### src/rtl/chop_pkg.sv
// constants for the constant off-time chopper and protection logic
// assumes one system clock; analog comparators arrive already synchronous
package chop_pkg;
	localparam int TIMER_W = 10;
	// fast decay length per step of the setting, in clocks
	localparam logic [TIMER_W-1:0] FAST_UNIT = 10'h020;
	// slow decay length: setting times unit plus base, in clocks
	localparam logic [TIMER_W-1:0] SLOW_UNIT = 10'h020;
	localparam logic [TIMER_W-1:0] SLOW_BASE = 10'h018;
	localparam int RND_BITS = 3;
	localparam logic [3:0] OFFSET_ZERO = 4'h3;
	localparam logic [1:0] SHORT_RETRIES = 2'h3;
	localparam logic [15:0] LFSR_SEED = 16'hACE1;
	localparam logic [3:0] STATUS_RESET = 4'h0;
	localparam int ST_OT = 0;
	localparam int ST_PREWARN = 1;
	localparam int ST_SHORT_A = 2;
	localparam int ST_SHORT_B = 3;
endpackage : chop_pkg

### src/rtl/coil_chopper.sv
// one coil's constant off-time chopper and sine offset correction
// assumes comparator inputs are synchronous and the bridge enable is decided upstream
`timescale 1ns/10ps
module coil_chopper import chop_pkg::*; #(
	parameter int RND_W = RND_BITS
) (
	input wire logic clk,
	input wire logic rst,
	input wire logic ce,
	input wire logic run,
	input wire logic const_mode,
	input wire logic on_trip,
	input wire logic fd_comp,
	input wire logic fd_comp_off,
	input wire logic [3:0] fast_decay_time,
	input wire logic [3:0] slow_decay_time,
	input wire logic rnd_en,
	input wire logic [RND_W-1:0] rnd,
	input wire logic [7:0] target,
	input wire logic [3:0] offset_field,
	output logic phase_on,
	output logic phase_fast,
	output logic phase_slow,
	output logic [7:0] target_out
);
	typedef enum logic [1:0] {ST_IDLE, ST_ON, ST_FAST, ST_SLOW} chop_state_t;
	chop_state_t state_reg, state_next;
	logic [TIMER_W-1:0] timer_reg, timer_next;
	logic [RND_W-1:0] rnd_reg, rnd_next;
	logic [7:0] target_reg, target_next;
	logic [TIMER_W-1:0] fast_len, slow_len;
	logic active;
	logic signed [9:0] corr;

	assign active = run && const_mode && (slow_decay_time != 4'h0);
	assign fast_len = TIMER_W'(fast_decay_time) * FAST_UNIT; // see RL3
	// random spread is added, never subtracted, so the off time never falls below the setting
	assign slow_len = TIMER_W'(slow_decay_time) * SLOW_UNIT + SLOW_BASE + TIMER_W'(rnd_reg);

	always_comb begin
		state_next = state_reg;
		timer_next = timer_reg;
		rnd_next = rnd_reg;
		unique case (state_reg)
			ST_IDLE: begin
				if (active) begin
					state_next = ST_ON;
				end
			end
			ST_ON: begin
				timer_next = '0;
				if (on_trip) begin
					// zero setting skips fast decay
					state_next = (fast_decay_time != 4'h0) ? ST_FAST : ST_SLOW; // see RL1 see RL3
					rnd_next = rnd_en ? rnd : '0; // see RL8
				end
			end
			ST_FAST: begin
				timer_next = timer_reg + 1'b1;
				if ((fd_comp && !fd_comp_off) || timer_reg >= fast_len - 1'b1) begin // see RL6
					state_next = ST_SLOW;
					timer_next = '0;
				end
			end
			ST_SLOW: begin
				timer_next = timer_reg + 1'b1;
				if (timer_reg >= slow_len - 1'b1) begin
					state_next = ST_ON;
				end
			end
		endcase
		if (!active) begin
			state_next = ST_IDLE;
			timer_next = '0;
		end
	end

	always_comb begin
		corr = $signed({2'b00, target}) + $signed({6'h00, offset_field})
			- $signed({6'h00, OFFSET_ZERO}); // see RL4
		if (!const_mode) begin
			target_next = target; // see RL5
		end else if (corr < 0) begin
			target_next = 8'h00;
		end else if (corr > 10'sh0FF) begin
			target_next = 8'hFF;
		end else begin
			target_next = corr[7:0];
		end
	end

	always_ff @(posedge clk or posedge rst) begin
		if (rst) begin
			state_reg <= ST_IDLE;
			timer_reg <= '0;
			rnd_reg <= '0;
			target_reg <= 8'h00;
		end else if (ce) begin
			state_reg <= state_next;
			timer_reg <= timer_next;
			rnd_reg <= rnd_next;
			target_reg <= target_next;
		end
	end

	assign phase_on = (state_reg == ST_ON);
	assign phase_fast = (state_reg == ST_FAST);
	assign phase_slow = (state_reg == ST_SLOW);
	assign target_out = target_reg;

	chk_trip_to_fast: assert property (@(posedge clk) disable iff (rst) // see RL1
		(ce && active && phase_on && on_trip && fast_decay_time != 4'h0) |=> phase_fast)
		else $error("trip did not start fast decay");
	chk_zero_slow_only: assert property (@(posedge clk) disable iff (rst) // see RL3
		(ce && active && phase_on && on_trip && fast_decay_time == 4'h0) |=> phase_slow)
		else $error("zero setting still used fast decay");
	chk_fast_by_time: assert property (@(posedge clk) disable iff (rst) // see RL6
		(ce && active && phase_fast && fd_comp_off && timer_reg < fast_len - 1'b1) |=> phase_fast)
		else $error("fast decay ended early with comparator off");
	chk_fast_by_comp: assert property (@(posedge clk) disable iff (rst) // see RL6
		(ce && active && phase_fast && fd_comp && !fd_comp_off) |=> phase_slow)
		else $error("comparator did not end fast decay");
	chk_offset_zero: assert property (@(posedge clk) disable iff (rst) // see RL4
		(ce && const_mode && offset_field == OFFSET_ZERO) |=> target_out == $past(target))
		else $error("offset three changed the target");
	chk_rnd_off: assert property (@(posedge clk) disable iff (rst) // see RL8
		(ce && phase_on && on_trip && !rnd_en) |=> rnd_reg == '0)
		else $error("random spread applied while disabled");
	cov_fast_cycle: cover property (@(posedge clk) disable iff (rst)
		phase_on ##1 phase_fast [*2] ##[1:600] phase_slow ##[1:600] phase_on);
	cov_comp_end: cover property (@(posedge clk) disable iff (rst)
		phase_fast && fd_comp && !fd_comp_off);
endmodule : coil_chopper

### src/rtl/motor_chopper_diag.sv
// two-coil constant off-time chopper with thermal and short-to-ground protection
// assumes analog comparator and short detector levels are synchronous to clk
`timescale 1ns/10ps
// Behaviour
// RL1 - on phase ends at comparator trip, then a configured fast decay follows
// RL2 - full-step in load-dependent speed mode forces constant off-time chopper
// RL3 - fast decay setting zero means slow decay only, else length proportional
// RL4 - offset field 0..2 negative, 3 none, 4..15 positive, added to target
// RL5 - fast decay and offset meanings apply only with chopper select set; the code also applies them in full-step speed mode with select clear
// RL6 - comparator ends fast decay early unless disabled, then time only
// RL7 - both coil choppers run independently with no synchronisation
// RL8 - random bit modulates slow decay time from a pseudo-random polynomial
// RL9 - prewarning flag and thermal shutdown flag, shutdown switches driver off
// RL10 - after shutdown driver stays off until temperature falls below prewarning
// RL11 - short-to-ground confirmed only after three retries, then bridge off
// RL12 - confirmed short disables only its own bridge and sets its own flag
// RL13 - short shutdown latches until driver is disabled then re-enabled
// RL14 - thermal, prewarning and per-coil short flags readable in status word
module motor_chopper_diag import chop_pkg::*; #(
	parameter int RND_W = RND_BITS
) (
	input wire logic clk,
	input wire logic rst,
	input wire logic ce,
	input wire logic driver_enable,
	input wire logic chopper_select,
	input wire logic fullstep_mode,
	input wire logic speed_ctrl_mode,
	input wire logic fast_decay_msb,
	input wire logic [2:0] fast_decay_low_bits,
	input wire logic [3:0] sine_offset_field,
	input wire logic [3:0] slow_decay_time,
	input wire logic fd_comp_disable,
	input wire logic random_off_time,
	input wire logic [1:0] coil_on_trip,
	input wire logic [1:0] coil_fd_comp,
	input wire logic [1:0] coil_short_detect,
	input wire logic [7:0] coil_a_target,
	input wire logic [7:0] coil_b_target,
	input wire logic temp_prewarn,
	input wire logic temp_shutdown,
	output logic const_off_active,
	output logic [1:0] coil_phase_on,
	output logic [1:0] coil_phase_fast,
	output logic [1:0] coil_phase_slow,
	output logic [7:0] coil_a_target_out,
	output logic [7:0] coil_b_target_out,
	output logic [1:0] bridge_enable,
	output logic prewarn_flag,
	output logic thermal_shutdown_flag,
	output logic coil_a_ground_short_flag,
	output logic coil_b_ground_short_flag,
	output logic [3:0] driver_state_word
);
	logic [3:0] fast_decay_time;
	logic [15:0] lfsr_reg, lfsr_next;
	logic ot_reg, ot_next;
	logic pw_reg, pw_next;
	logic [1:0] short_flag_reg, short_flag_next;
	logic [1:0] retry_reg [2];
	logic [1:0] retry_next [2];
	logic [3:0] status_reg, status_next;
	logic [7:0] tgt_in [2];
	logic [7:0] tgt_out [2];
	logic [RND_W-1:0] rnd_pick [2];

	assign fast_decay_time = {fast_decay_msb, fast_decay_low_bits};
	assign const_off_active = chopper_select || (fullstep_mode && speed_ctrl_mode); // see RL2 see RL5
	assign tgt_in[0] = coil_a_target;
	assign tgt_in[1] = coil_b_target;
	assign coil_a_target_out = tgt_out[0];
	assign coil_b_target_out = tgt_out[1];
	// disjoint lfsr slices keep the two coils' off times decorrelated
	assign rnd_pick[0] = lfsr_reg[RND_W-1:0];
	assign rnd_pick[1] = lfsr_reg[8+RND_W-1:8];

	always_comb begin
		lfsr_next = {lfsr_reg[14:0], lfsr_reg[15] ^ lfsr_reg[13] ^ lfsr_reg[12] ^ lfsr_reg[10]}; // see RL8
		pw_next = temp_prewarn; // see RL9
		ot_next = ot_reg;
		if (!temp_prewarn) begin
			ot_next = 1'b0; // see RL10
		end
		if (temp_shutdown) begin
			ot_next = 1'b1; // see RL9
		end
	end

	genvar gi;
	generate
		for (gi = 0; gi < 2; gi++) begin : g_coil
			// each coil owns its state machine; nothing ties their cycles together
			coil_chopper #(.RND_W(RND_W)) u_chop ( // see RL7
				.clk(clk),
				.rst(rst),
				.ce(ce),
				.run(bridge_enable[gi]),
				.const_mode(const_off_active),
				.on_trip(coil_on_trip[gi]),
				.fd_comp(coil_fd_comp[gi]),
				.fd_comp_off(fd_comp_disable),
				.fast_decay_time(fast_decay_time),
				.slow_decay_time(slow_decay_time),
				.rnd_en(random_off_time),
				.rnd(rnd_pick[gi]),
				.target(tgt_in[gi]),
				.offset_field(sine_offset_field),
				.phase_on(coil_phase_on[gi]),
				.phase_fast(coil_phase_fast[gi]),
				.phase_slow(coil_phase_slow[gi]),
				.target_out(tgt_out[gi])
			);

			always_comb begin
				retry_next[gi] = retry_reg[gi];
				short_flag_next[gi] = short_flag_reg[gi];
				if (!driver_enable) begin
					short_flag_next[gi] = 1'b0; // see RL13
					retry_next[gi] = 2'h0;
				end else if (coil_on_trip[gi] && !coil_short_detect[gi]) begin
					// a clean on phase means the earlier hit was spurious
					retry_next[gi] = 2'h0;
				end
				if (coil_short_detect[gi] && bridge_enable[gi]) begin
					if (retry_reg[gi] == SHORT_RETRIES) begin
						short_flag_next[gi] = 1'b1; // see RL11 see RL12
					end else begin
						retry_next[gi] = retry_reg[gi] + 2'h1; // see RL11
					end
				end
			end

			always_ff @(posedge clk or posedge rst) begin
				if (rst) begin
					retry_reg[gi] <= 2'h0;
					short_flag_reg[gi] <= 1'b0;
				end else if (ce) begin
					retry_reg[gi] <= retry_next[gi];
					short_flag_reg[gi] <= short_flag_next[gi];
				end
			end

			// only the shorted bridge drops; the other coil keeps running
			assign bridge_enable[gi] = driver_enable && !ot_reg && !short_flag_reg[gi]; // see RL12
		end
	endgenerate

	always_comb begin
		status_next = STATUS_RESET;
		status_next[ST_OT] = ot_next; // see RL14
		status_next[ST_PREWARN] = pw_next;
		status_next[ST_SHORT_A] = short_flag_next[0];
		status_next[ST_SHORT_B] = short_flag_next[1];
	end

	always_ff @(posedge clk or posedge rst) begin
		if (rst) begin
			lfsr_reg <= LFSR_SEED;
			ot_reg <= 1'b0;
			pw_reg <= 1'b0;
			status_reg <= STATUS_RESET;
		end else if (ce) begin
			lfsr_reg <= lfsr_next;
			ot_reg <= ot_next;
			pw_reg <= pw_next;
			status_reg <= status_next;
		end
	end

	assign thermal_shutdown_flag = ot_reg;
	assign prewarn_flag = pw_reg;
	assign coil_a_ground_short_flag = short_flag_reg[0];
	assign coil_b_ground_short_flag = short_flag_reg[1];
	assign driver_state_word = status_reg;

	// an idle coil must start chopping once full-step speed mode is on, select bit or not
	chk_auto_select: assert property (@(posedge clk) disable iff (rst) // see RL2
		(ce && fullstep_mode && speed_ctrl_mode && bridge_enable[0] && slow_decay_time != 4'h0
			&& !coil_phase_on[0] && !coil_phase_fast[0] && !coil_phase_slow[0])
			|=> coil_phase_on[0])
		else $error("full-step speed mode did not start the chopper");
	chk_ot_bridge_off: assert property (@(posedge clk) disable iff (rst) // see RL9
		(ce && temp_shutdown) |=> (thermal_shutdown_flag && bridge_enable == 2'b00))
		else $error("shutdown did not switch bridges off");
	chk_ot_hold: assert property (@(posedge clk) disable iff (rst) // see RL10
		(ce && thermal_shutdown_flag && temp_prewarn) |=> thermal_shutdown_flag)
		else $error("thermal shutdown released above prewarning");
	chk_ot_release: assert property (@(posedge clk) disable iff (rst) // see RL10
		(ce && !temp_prewarn && !temp_shutdown) |=> !thermal_shutdown_flag)
		else $error("thermal shutdown did not release");
	chk_short_retry: assert property (@(posedge clk) disable iff (rst) // see RL11
		(ce && $rose(coil_a_ground_short_flag)) |-> $past(retry_reg[0]) == SHORT_RETRIES)
		else $error("short confirmed before three retries");
	chk_short_latch: assert property (@(posedge clk) disable iff (rst) // see RL13
		(coil_b_ground_short_flag && driver_enable) |=> coil_b_ground_short_flag)
		else $error("short flag cleared while driver enabled");
	chk_short_own_bridge: assert property (@(posedge clk) disable iff (rst) // see RL12
		(coil_a_ground_short_flag && !coil_b_ground_short_flag && driver_enable
			&& !thermal_shutdown_flag) |-> bridge_enable == 2'b10)
		else $error("short affected the wrong bridge");
	chk_short_b_bridge: assert property (@(posedge clk) disable iff (rst) // see RL12
		(coil_b_ground_short_flag && !coil_a_ground_short_flag && driver_enable
			&& !thermal_shutdown_flag) |-> bridge_enable == 2'b01)
		else $error("short b affected the wrong bridge");
	chk_short_b_retry: assert property (@(posedge clk) disable iff (rst) // see RL11
		(ce && $rose(coil_b_ground_short_flag)) |-> $past(retry_reg[1]) == SHORT_RETRIES)
		else $error("short b confirmed before three retries");
	chk_short_a_latch: assert property (@(posedge clk) disable iff (rst) // see RL13
		(coil_a_ground_short_flag && driver_enable) |=> coil_a_ground_short_flag)
		else $error("short a flag cleared while driver enabled");
	chk_prewarn_follow: assert property (@(posedge clk) disable iff (rst) // see RL9
		ce |=> prewarn_flag == $past(temp_prewarn))
		else $error("prewarning flag did not follow the sensor");
	// a frozen block must not drift even while the sensors change under it
	chk_ce_freeze: assert property (@(posedge clk) disable iff (rst) // see RL14
		!ce |=> ($stable(driver_state_word) && $stable(thermal_shutdown_flag)
			&& $stable(prewarn_flag) && $stable(coil_a_ground_short_flag)))
		else $error("state moved while clock enable was low");
	chk_status_word: assert property (@(posedge clk) disable iff (rst) // see RL14
		driver_state_word == {coil_b_ground_short_flag, coil_a_ground_short_flag,
			prewarn_flag, thermal_shutdown_flag})
		else $error("status word does not match flags");
	cov_short_confirm: cover property (@(posedge clk) disable iff (rst)
		$rose(coil_a_ground_short_flag));
	cov_ot_cycle: cover property (@(posedge clk) disable iff (rst)
		$rose(thermal_shutdown_flag) ##[1:1000] $fell(thermal_shutdown_flag));
	cov_short_restart: cover property (@(posedge clk) disable iff (rst)
		$fell(coil_b_ground_short_flag) ##1 bridge_enable[1]);
endmodule : motor_chopper_diag

### config.mk
export PLATFORM = sky130hd
export DESIGN_NAME = motor_chopper_diag
export DESIGN_NICKNAME = d
export VERILOG_FILES = /design/src/rtl/chop_pkg.sv /design/src/rtl/coil_chopper.sv /design/src/rtl/motor_chopper_diag.sv
export SDC_FILE = /design/constraint.sdc
export NUM_CORES = 1
export LEC_CHECK = 0
export BUFFER_PORTS_ARGS = -buffer_cell sky130_fd_sc_hd__buf_4
export CORE_MARGIN = 1.5
export CORE_UTILIZATION = 53
export CTS_CLUSTER_DIAMETER = 50
export DETAILED_ROUTE_END_ITERATION = 16
export MAX_ROUTING_LAYER = met4
export PLACE_DENSITY_LB_ADDON = 0.25
export SLEW_MARGIN = 20
export SYNTH_ARGS = -nofsm -noshare
export SYNTH_HDL_FRONTEND = slang
export SYNTH_HIERARCHICAL = 1
export SYNTH_SLANG_ARGS = --single-unit
export TNS_END_PERCENT = 5
### constraint.sdc
create_clock -name clk -period 2 [get_ports clk]
set_input_delay 0.3 -clock clk [delete_from_list [all_inputs] [get_ports clk]]
set_output_delay 0.3 -clock clk [all_outputs]
set_load 0.02 [all_outputs]
==> summary.md <==
| Metric | Value |
|---|---|
| Status | `finished, violations left` |
| Failing checks | `negative setup slack` |
| Vias in the first global route | `4855` |
| Fin nets | `837` |
| Mapped Area | `around 5500 sq um` |
| Pwr Total | `between 4 and 5 mW` |
| Commonest non-fill, non-tap cell in the layout | `buf_4` |
| Layout cells sized above 1 | `between 30% and 40%` |
| Clk slew on worst S/H paths | `~0.08 ns` |
| Antenna viol nets, final | `0` |
| CP Data Required Time | `2.28 ns` |
| GP Congestion | `0.918` |
| Num CTS Buffers | `9` |
| Final worst slack | `-0.0168 ns` |
| Share of the synthesized area in the top cell type | `between 20% and 30%` |
| Max cap viols | `0` |
| Drt drc | `0` |
| CP Max Fanout | `2` |
| Post-Syn Area per Cell | `between 9 and 10 sq um` |
| Yosys warning count | `6` |
| Core area | `between 10000 and 15000 sq um` |
| Ports | `78` |
| Worst-Skew Late Latency | `around 0.35 ns` |
| Yosys reg bits | `70` |
| First-pass GRT wire length | `around 22000 microns` |
| Max IR drop VDD | `~660 uV` |
| Antenna fix cells | `0` |
| Initial Utilization | `54.2%` |
| Crit path DAT | `roughly 2.3 ns` |
| First DRT Iteration DRCs | `roughly 240` |
| Max FFs per register | `20` |
| Net Count, Synth | `~700` |
| Slew at the pin closest to its max-slew limit | `0.396 ns` |
| CP Launch Type | `flip-flop` |
| Hold Vio Cnt, Final | `0` |
| Die X-Extent | `105 microns` |
| Num Clock Sinks | `70` |
| Wire per inst | `15.2 microns` |
| # rows | `37` |
| Worst slew margin | `73.4%` |
| Ys async rst share | `100%` |
| Unrepaired setup endpoints after global routing | `true` |
| Post-synth EDFFs | `0` |
| DR vias/cell | `5.57` |
| Setup TNS | `-0.0168 ns` |
| Main synth FF type | `dfrtp_1` |
| Die span in y | `approximately 110 microns` |
| Dpl hpwl | `a little over 10000 microns` |
| Max Root-Sink Buffers | `2` |
| Sequential fraction of the synthesis area | `31.8%` |
| Crit path capture type | `flip-flop` |
| Port Buffer Count | `77` |
| Initial antenna violation count | `0` |
| Area Overhead vs Synth | `27.9%` |
| Most frequent cells in the layout | `buf_4 (137), dfrtp_1 (62), inv_1 (58)` |
| H-tree depth | `3` |
| Pwr Density | `682 nW/um^2` |
| Crit Path Class | `reg2reg` |
| Via count | `4821` |
| Synth top area cells | `dfrtp_1 (28%), ha_1 (15%), inv_1 (4.5%)` |
| Fmax | `496 MHz` |
| DIE AREA | `between 10000 and 15000 sq um` |
| CTS tree | `built` |
| HP Class | `in2reg` |
| Post-layout min period | `2.02 ns` |
| Hold_ws | `0.169 ns` |
| Fin crit share | `101%` |
| Inst Count DP | `approximately 850` |
| Clock root cell | `clkbuf_8` |
| Worst slack, placed | `-0.357 ns` |
| Final setup violation count | `1` |
| Slew Viols, Final | `0` |
| Non-Filler Instances | `865` |
| Gate Count Post-Synth | `roughly 590` |
| Total Routing Usage GR | `25.7%` |
| DRT Wirelength | `roughly 13000 microns` |
| Length of the first detailed-routing pass in iterations | `4` |
| Clock skew | `between 0.008 and 0.009 ns` |
| Overflow after GRT | `0` |
| Cell taking the most area after synthesis | `dfrtp_1` |
| Lkg Pwr | `3.34 nW` |
| Largest net degree at the start of global routing | `28` |
| Netlist cell types | `60` |
[through the flow]
| stage | area, sq um | utilization (%) |
|---|---|---|
| final | 7090 | 69.3 |
| after global routing | 7090 | 69.3 |
| after global placement | 6740 | 65.8 |
| after detailed placement | 6740 | 65.8 |
| after floorplan | 5600 | - |
| after CTS | 6980 | 68.2 |
[kinds of logic (layout without fill, tap and decap cells)]
family / after synthesis / after routing / share of synthesized area, %
adders and majority gates: 68 / 68 / 15.6
AOI/OAI and AO/OA: 157 / 157 / 20.3
muxes: 20 / 20 / 4.15
DFF: 70 / 70 / 31.8
and+or+nand+nor: 176 / 176 / 19.5
xor gates and xnor gates: 15 / 15 / 2.37
buffers and inverters: 79 / 223 / 6.30
[timing repair]
action                     CTS  global route
hold buffers                 1             0
resized for setup            6            18
setup endpoints to repair    5            30
hold endpoints to repair     4             0
pin swaps                   12             9
setup buffers                2             1
[where the power goes]
group	internal [mW]	leakage [nW]	total (mW)	switching (mW)
combinational	0.906	2.36	1.75	0.847
clock	0.585	0.0895	1.17	0.590
sequential	1.74	0.885	1.91	0.174
total	3.23	3.34	4.84	1.61
[worst max-delay path, cell delays in order, from the launching register on]
cell and delay [ns]:
dfrtp_1 0.37, inv_2 0.06, ha_4 0.16, xnor2_2 0.13, ha_1 0.29, a211o_1 0.26, a31oi_1 0.17, o311ai_2 0.15
and4_4 0.24, o22ai_2 0.10
[cell type report]
class	instances	area, sq um
timing repair buffer	141	1100
inverter	66	248
sequential	70	1760
clock buffer	10	128
clock inverter	6	70.1
multi-input combinational	436	3610
tap	136	170
fill	789	3140
[worst paths after layout]
path | start | end | slack [ns] | cells past startpoint
hold / removal | temp_shutdown | driver_state_word[0] | 0.17 | 2
min in group asynchronous | rst | retry_reg[2] | 0.41 | 3
setup / recovery | g_coil[1].u_chop/rnd_reg[0] | g_coil[1].u_chop/state_reg[0] | -0.02 | 9
max in group asynchronous | rst | lfsr_reg[10] | 1.04 | 4
hold reg to reg | retry_reg[2] | retry_reg[2] | 0.49 | 1
setup reg to reg | g_coil[1].u_chop/rnd_reg[0] | g_coil[1].u_chop/state_reg[0] | -0.02 | 9
[cell usage after synthesis, drive strengths merged (5+ instances only)]
cell type   n
nand4       8
nor3       18
o211ai      6
nand2b     10
a211oi      6
a21o        5
a21oi      23
nor3b       6
inv        66
nor2       25
xnor2      13
dfrtp      62
nand3      16
nand2      38
o21ai      76
mux2       18
ha         66
dfstp       8
a22o       13
nor2b      25
and3        6
buf         9
[per-layer routing]
| layer | up-vias | global-route usage (%) | share of wire, % |
|---|---|---|---|
| met5 | - | - | 0 |
| met4 | 0 | 9.49 | 2.5 |
| met3 | 29 | 4.51 | 3.4 |
| met2 | 98 | 42.2 | 50 |
| met1 | 2316 | 31.8 | 44 |
| li1 | 2378 | - | - |
Note: power is estimated with default switching activity, not from simulation.
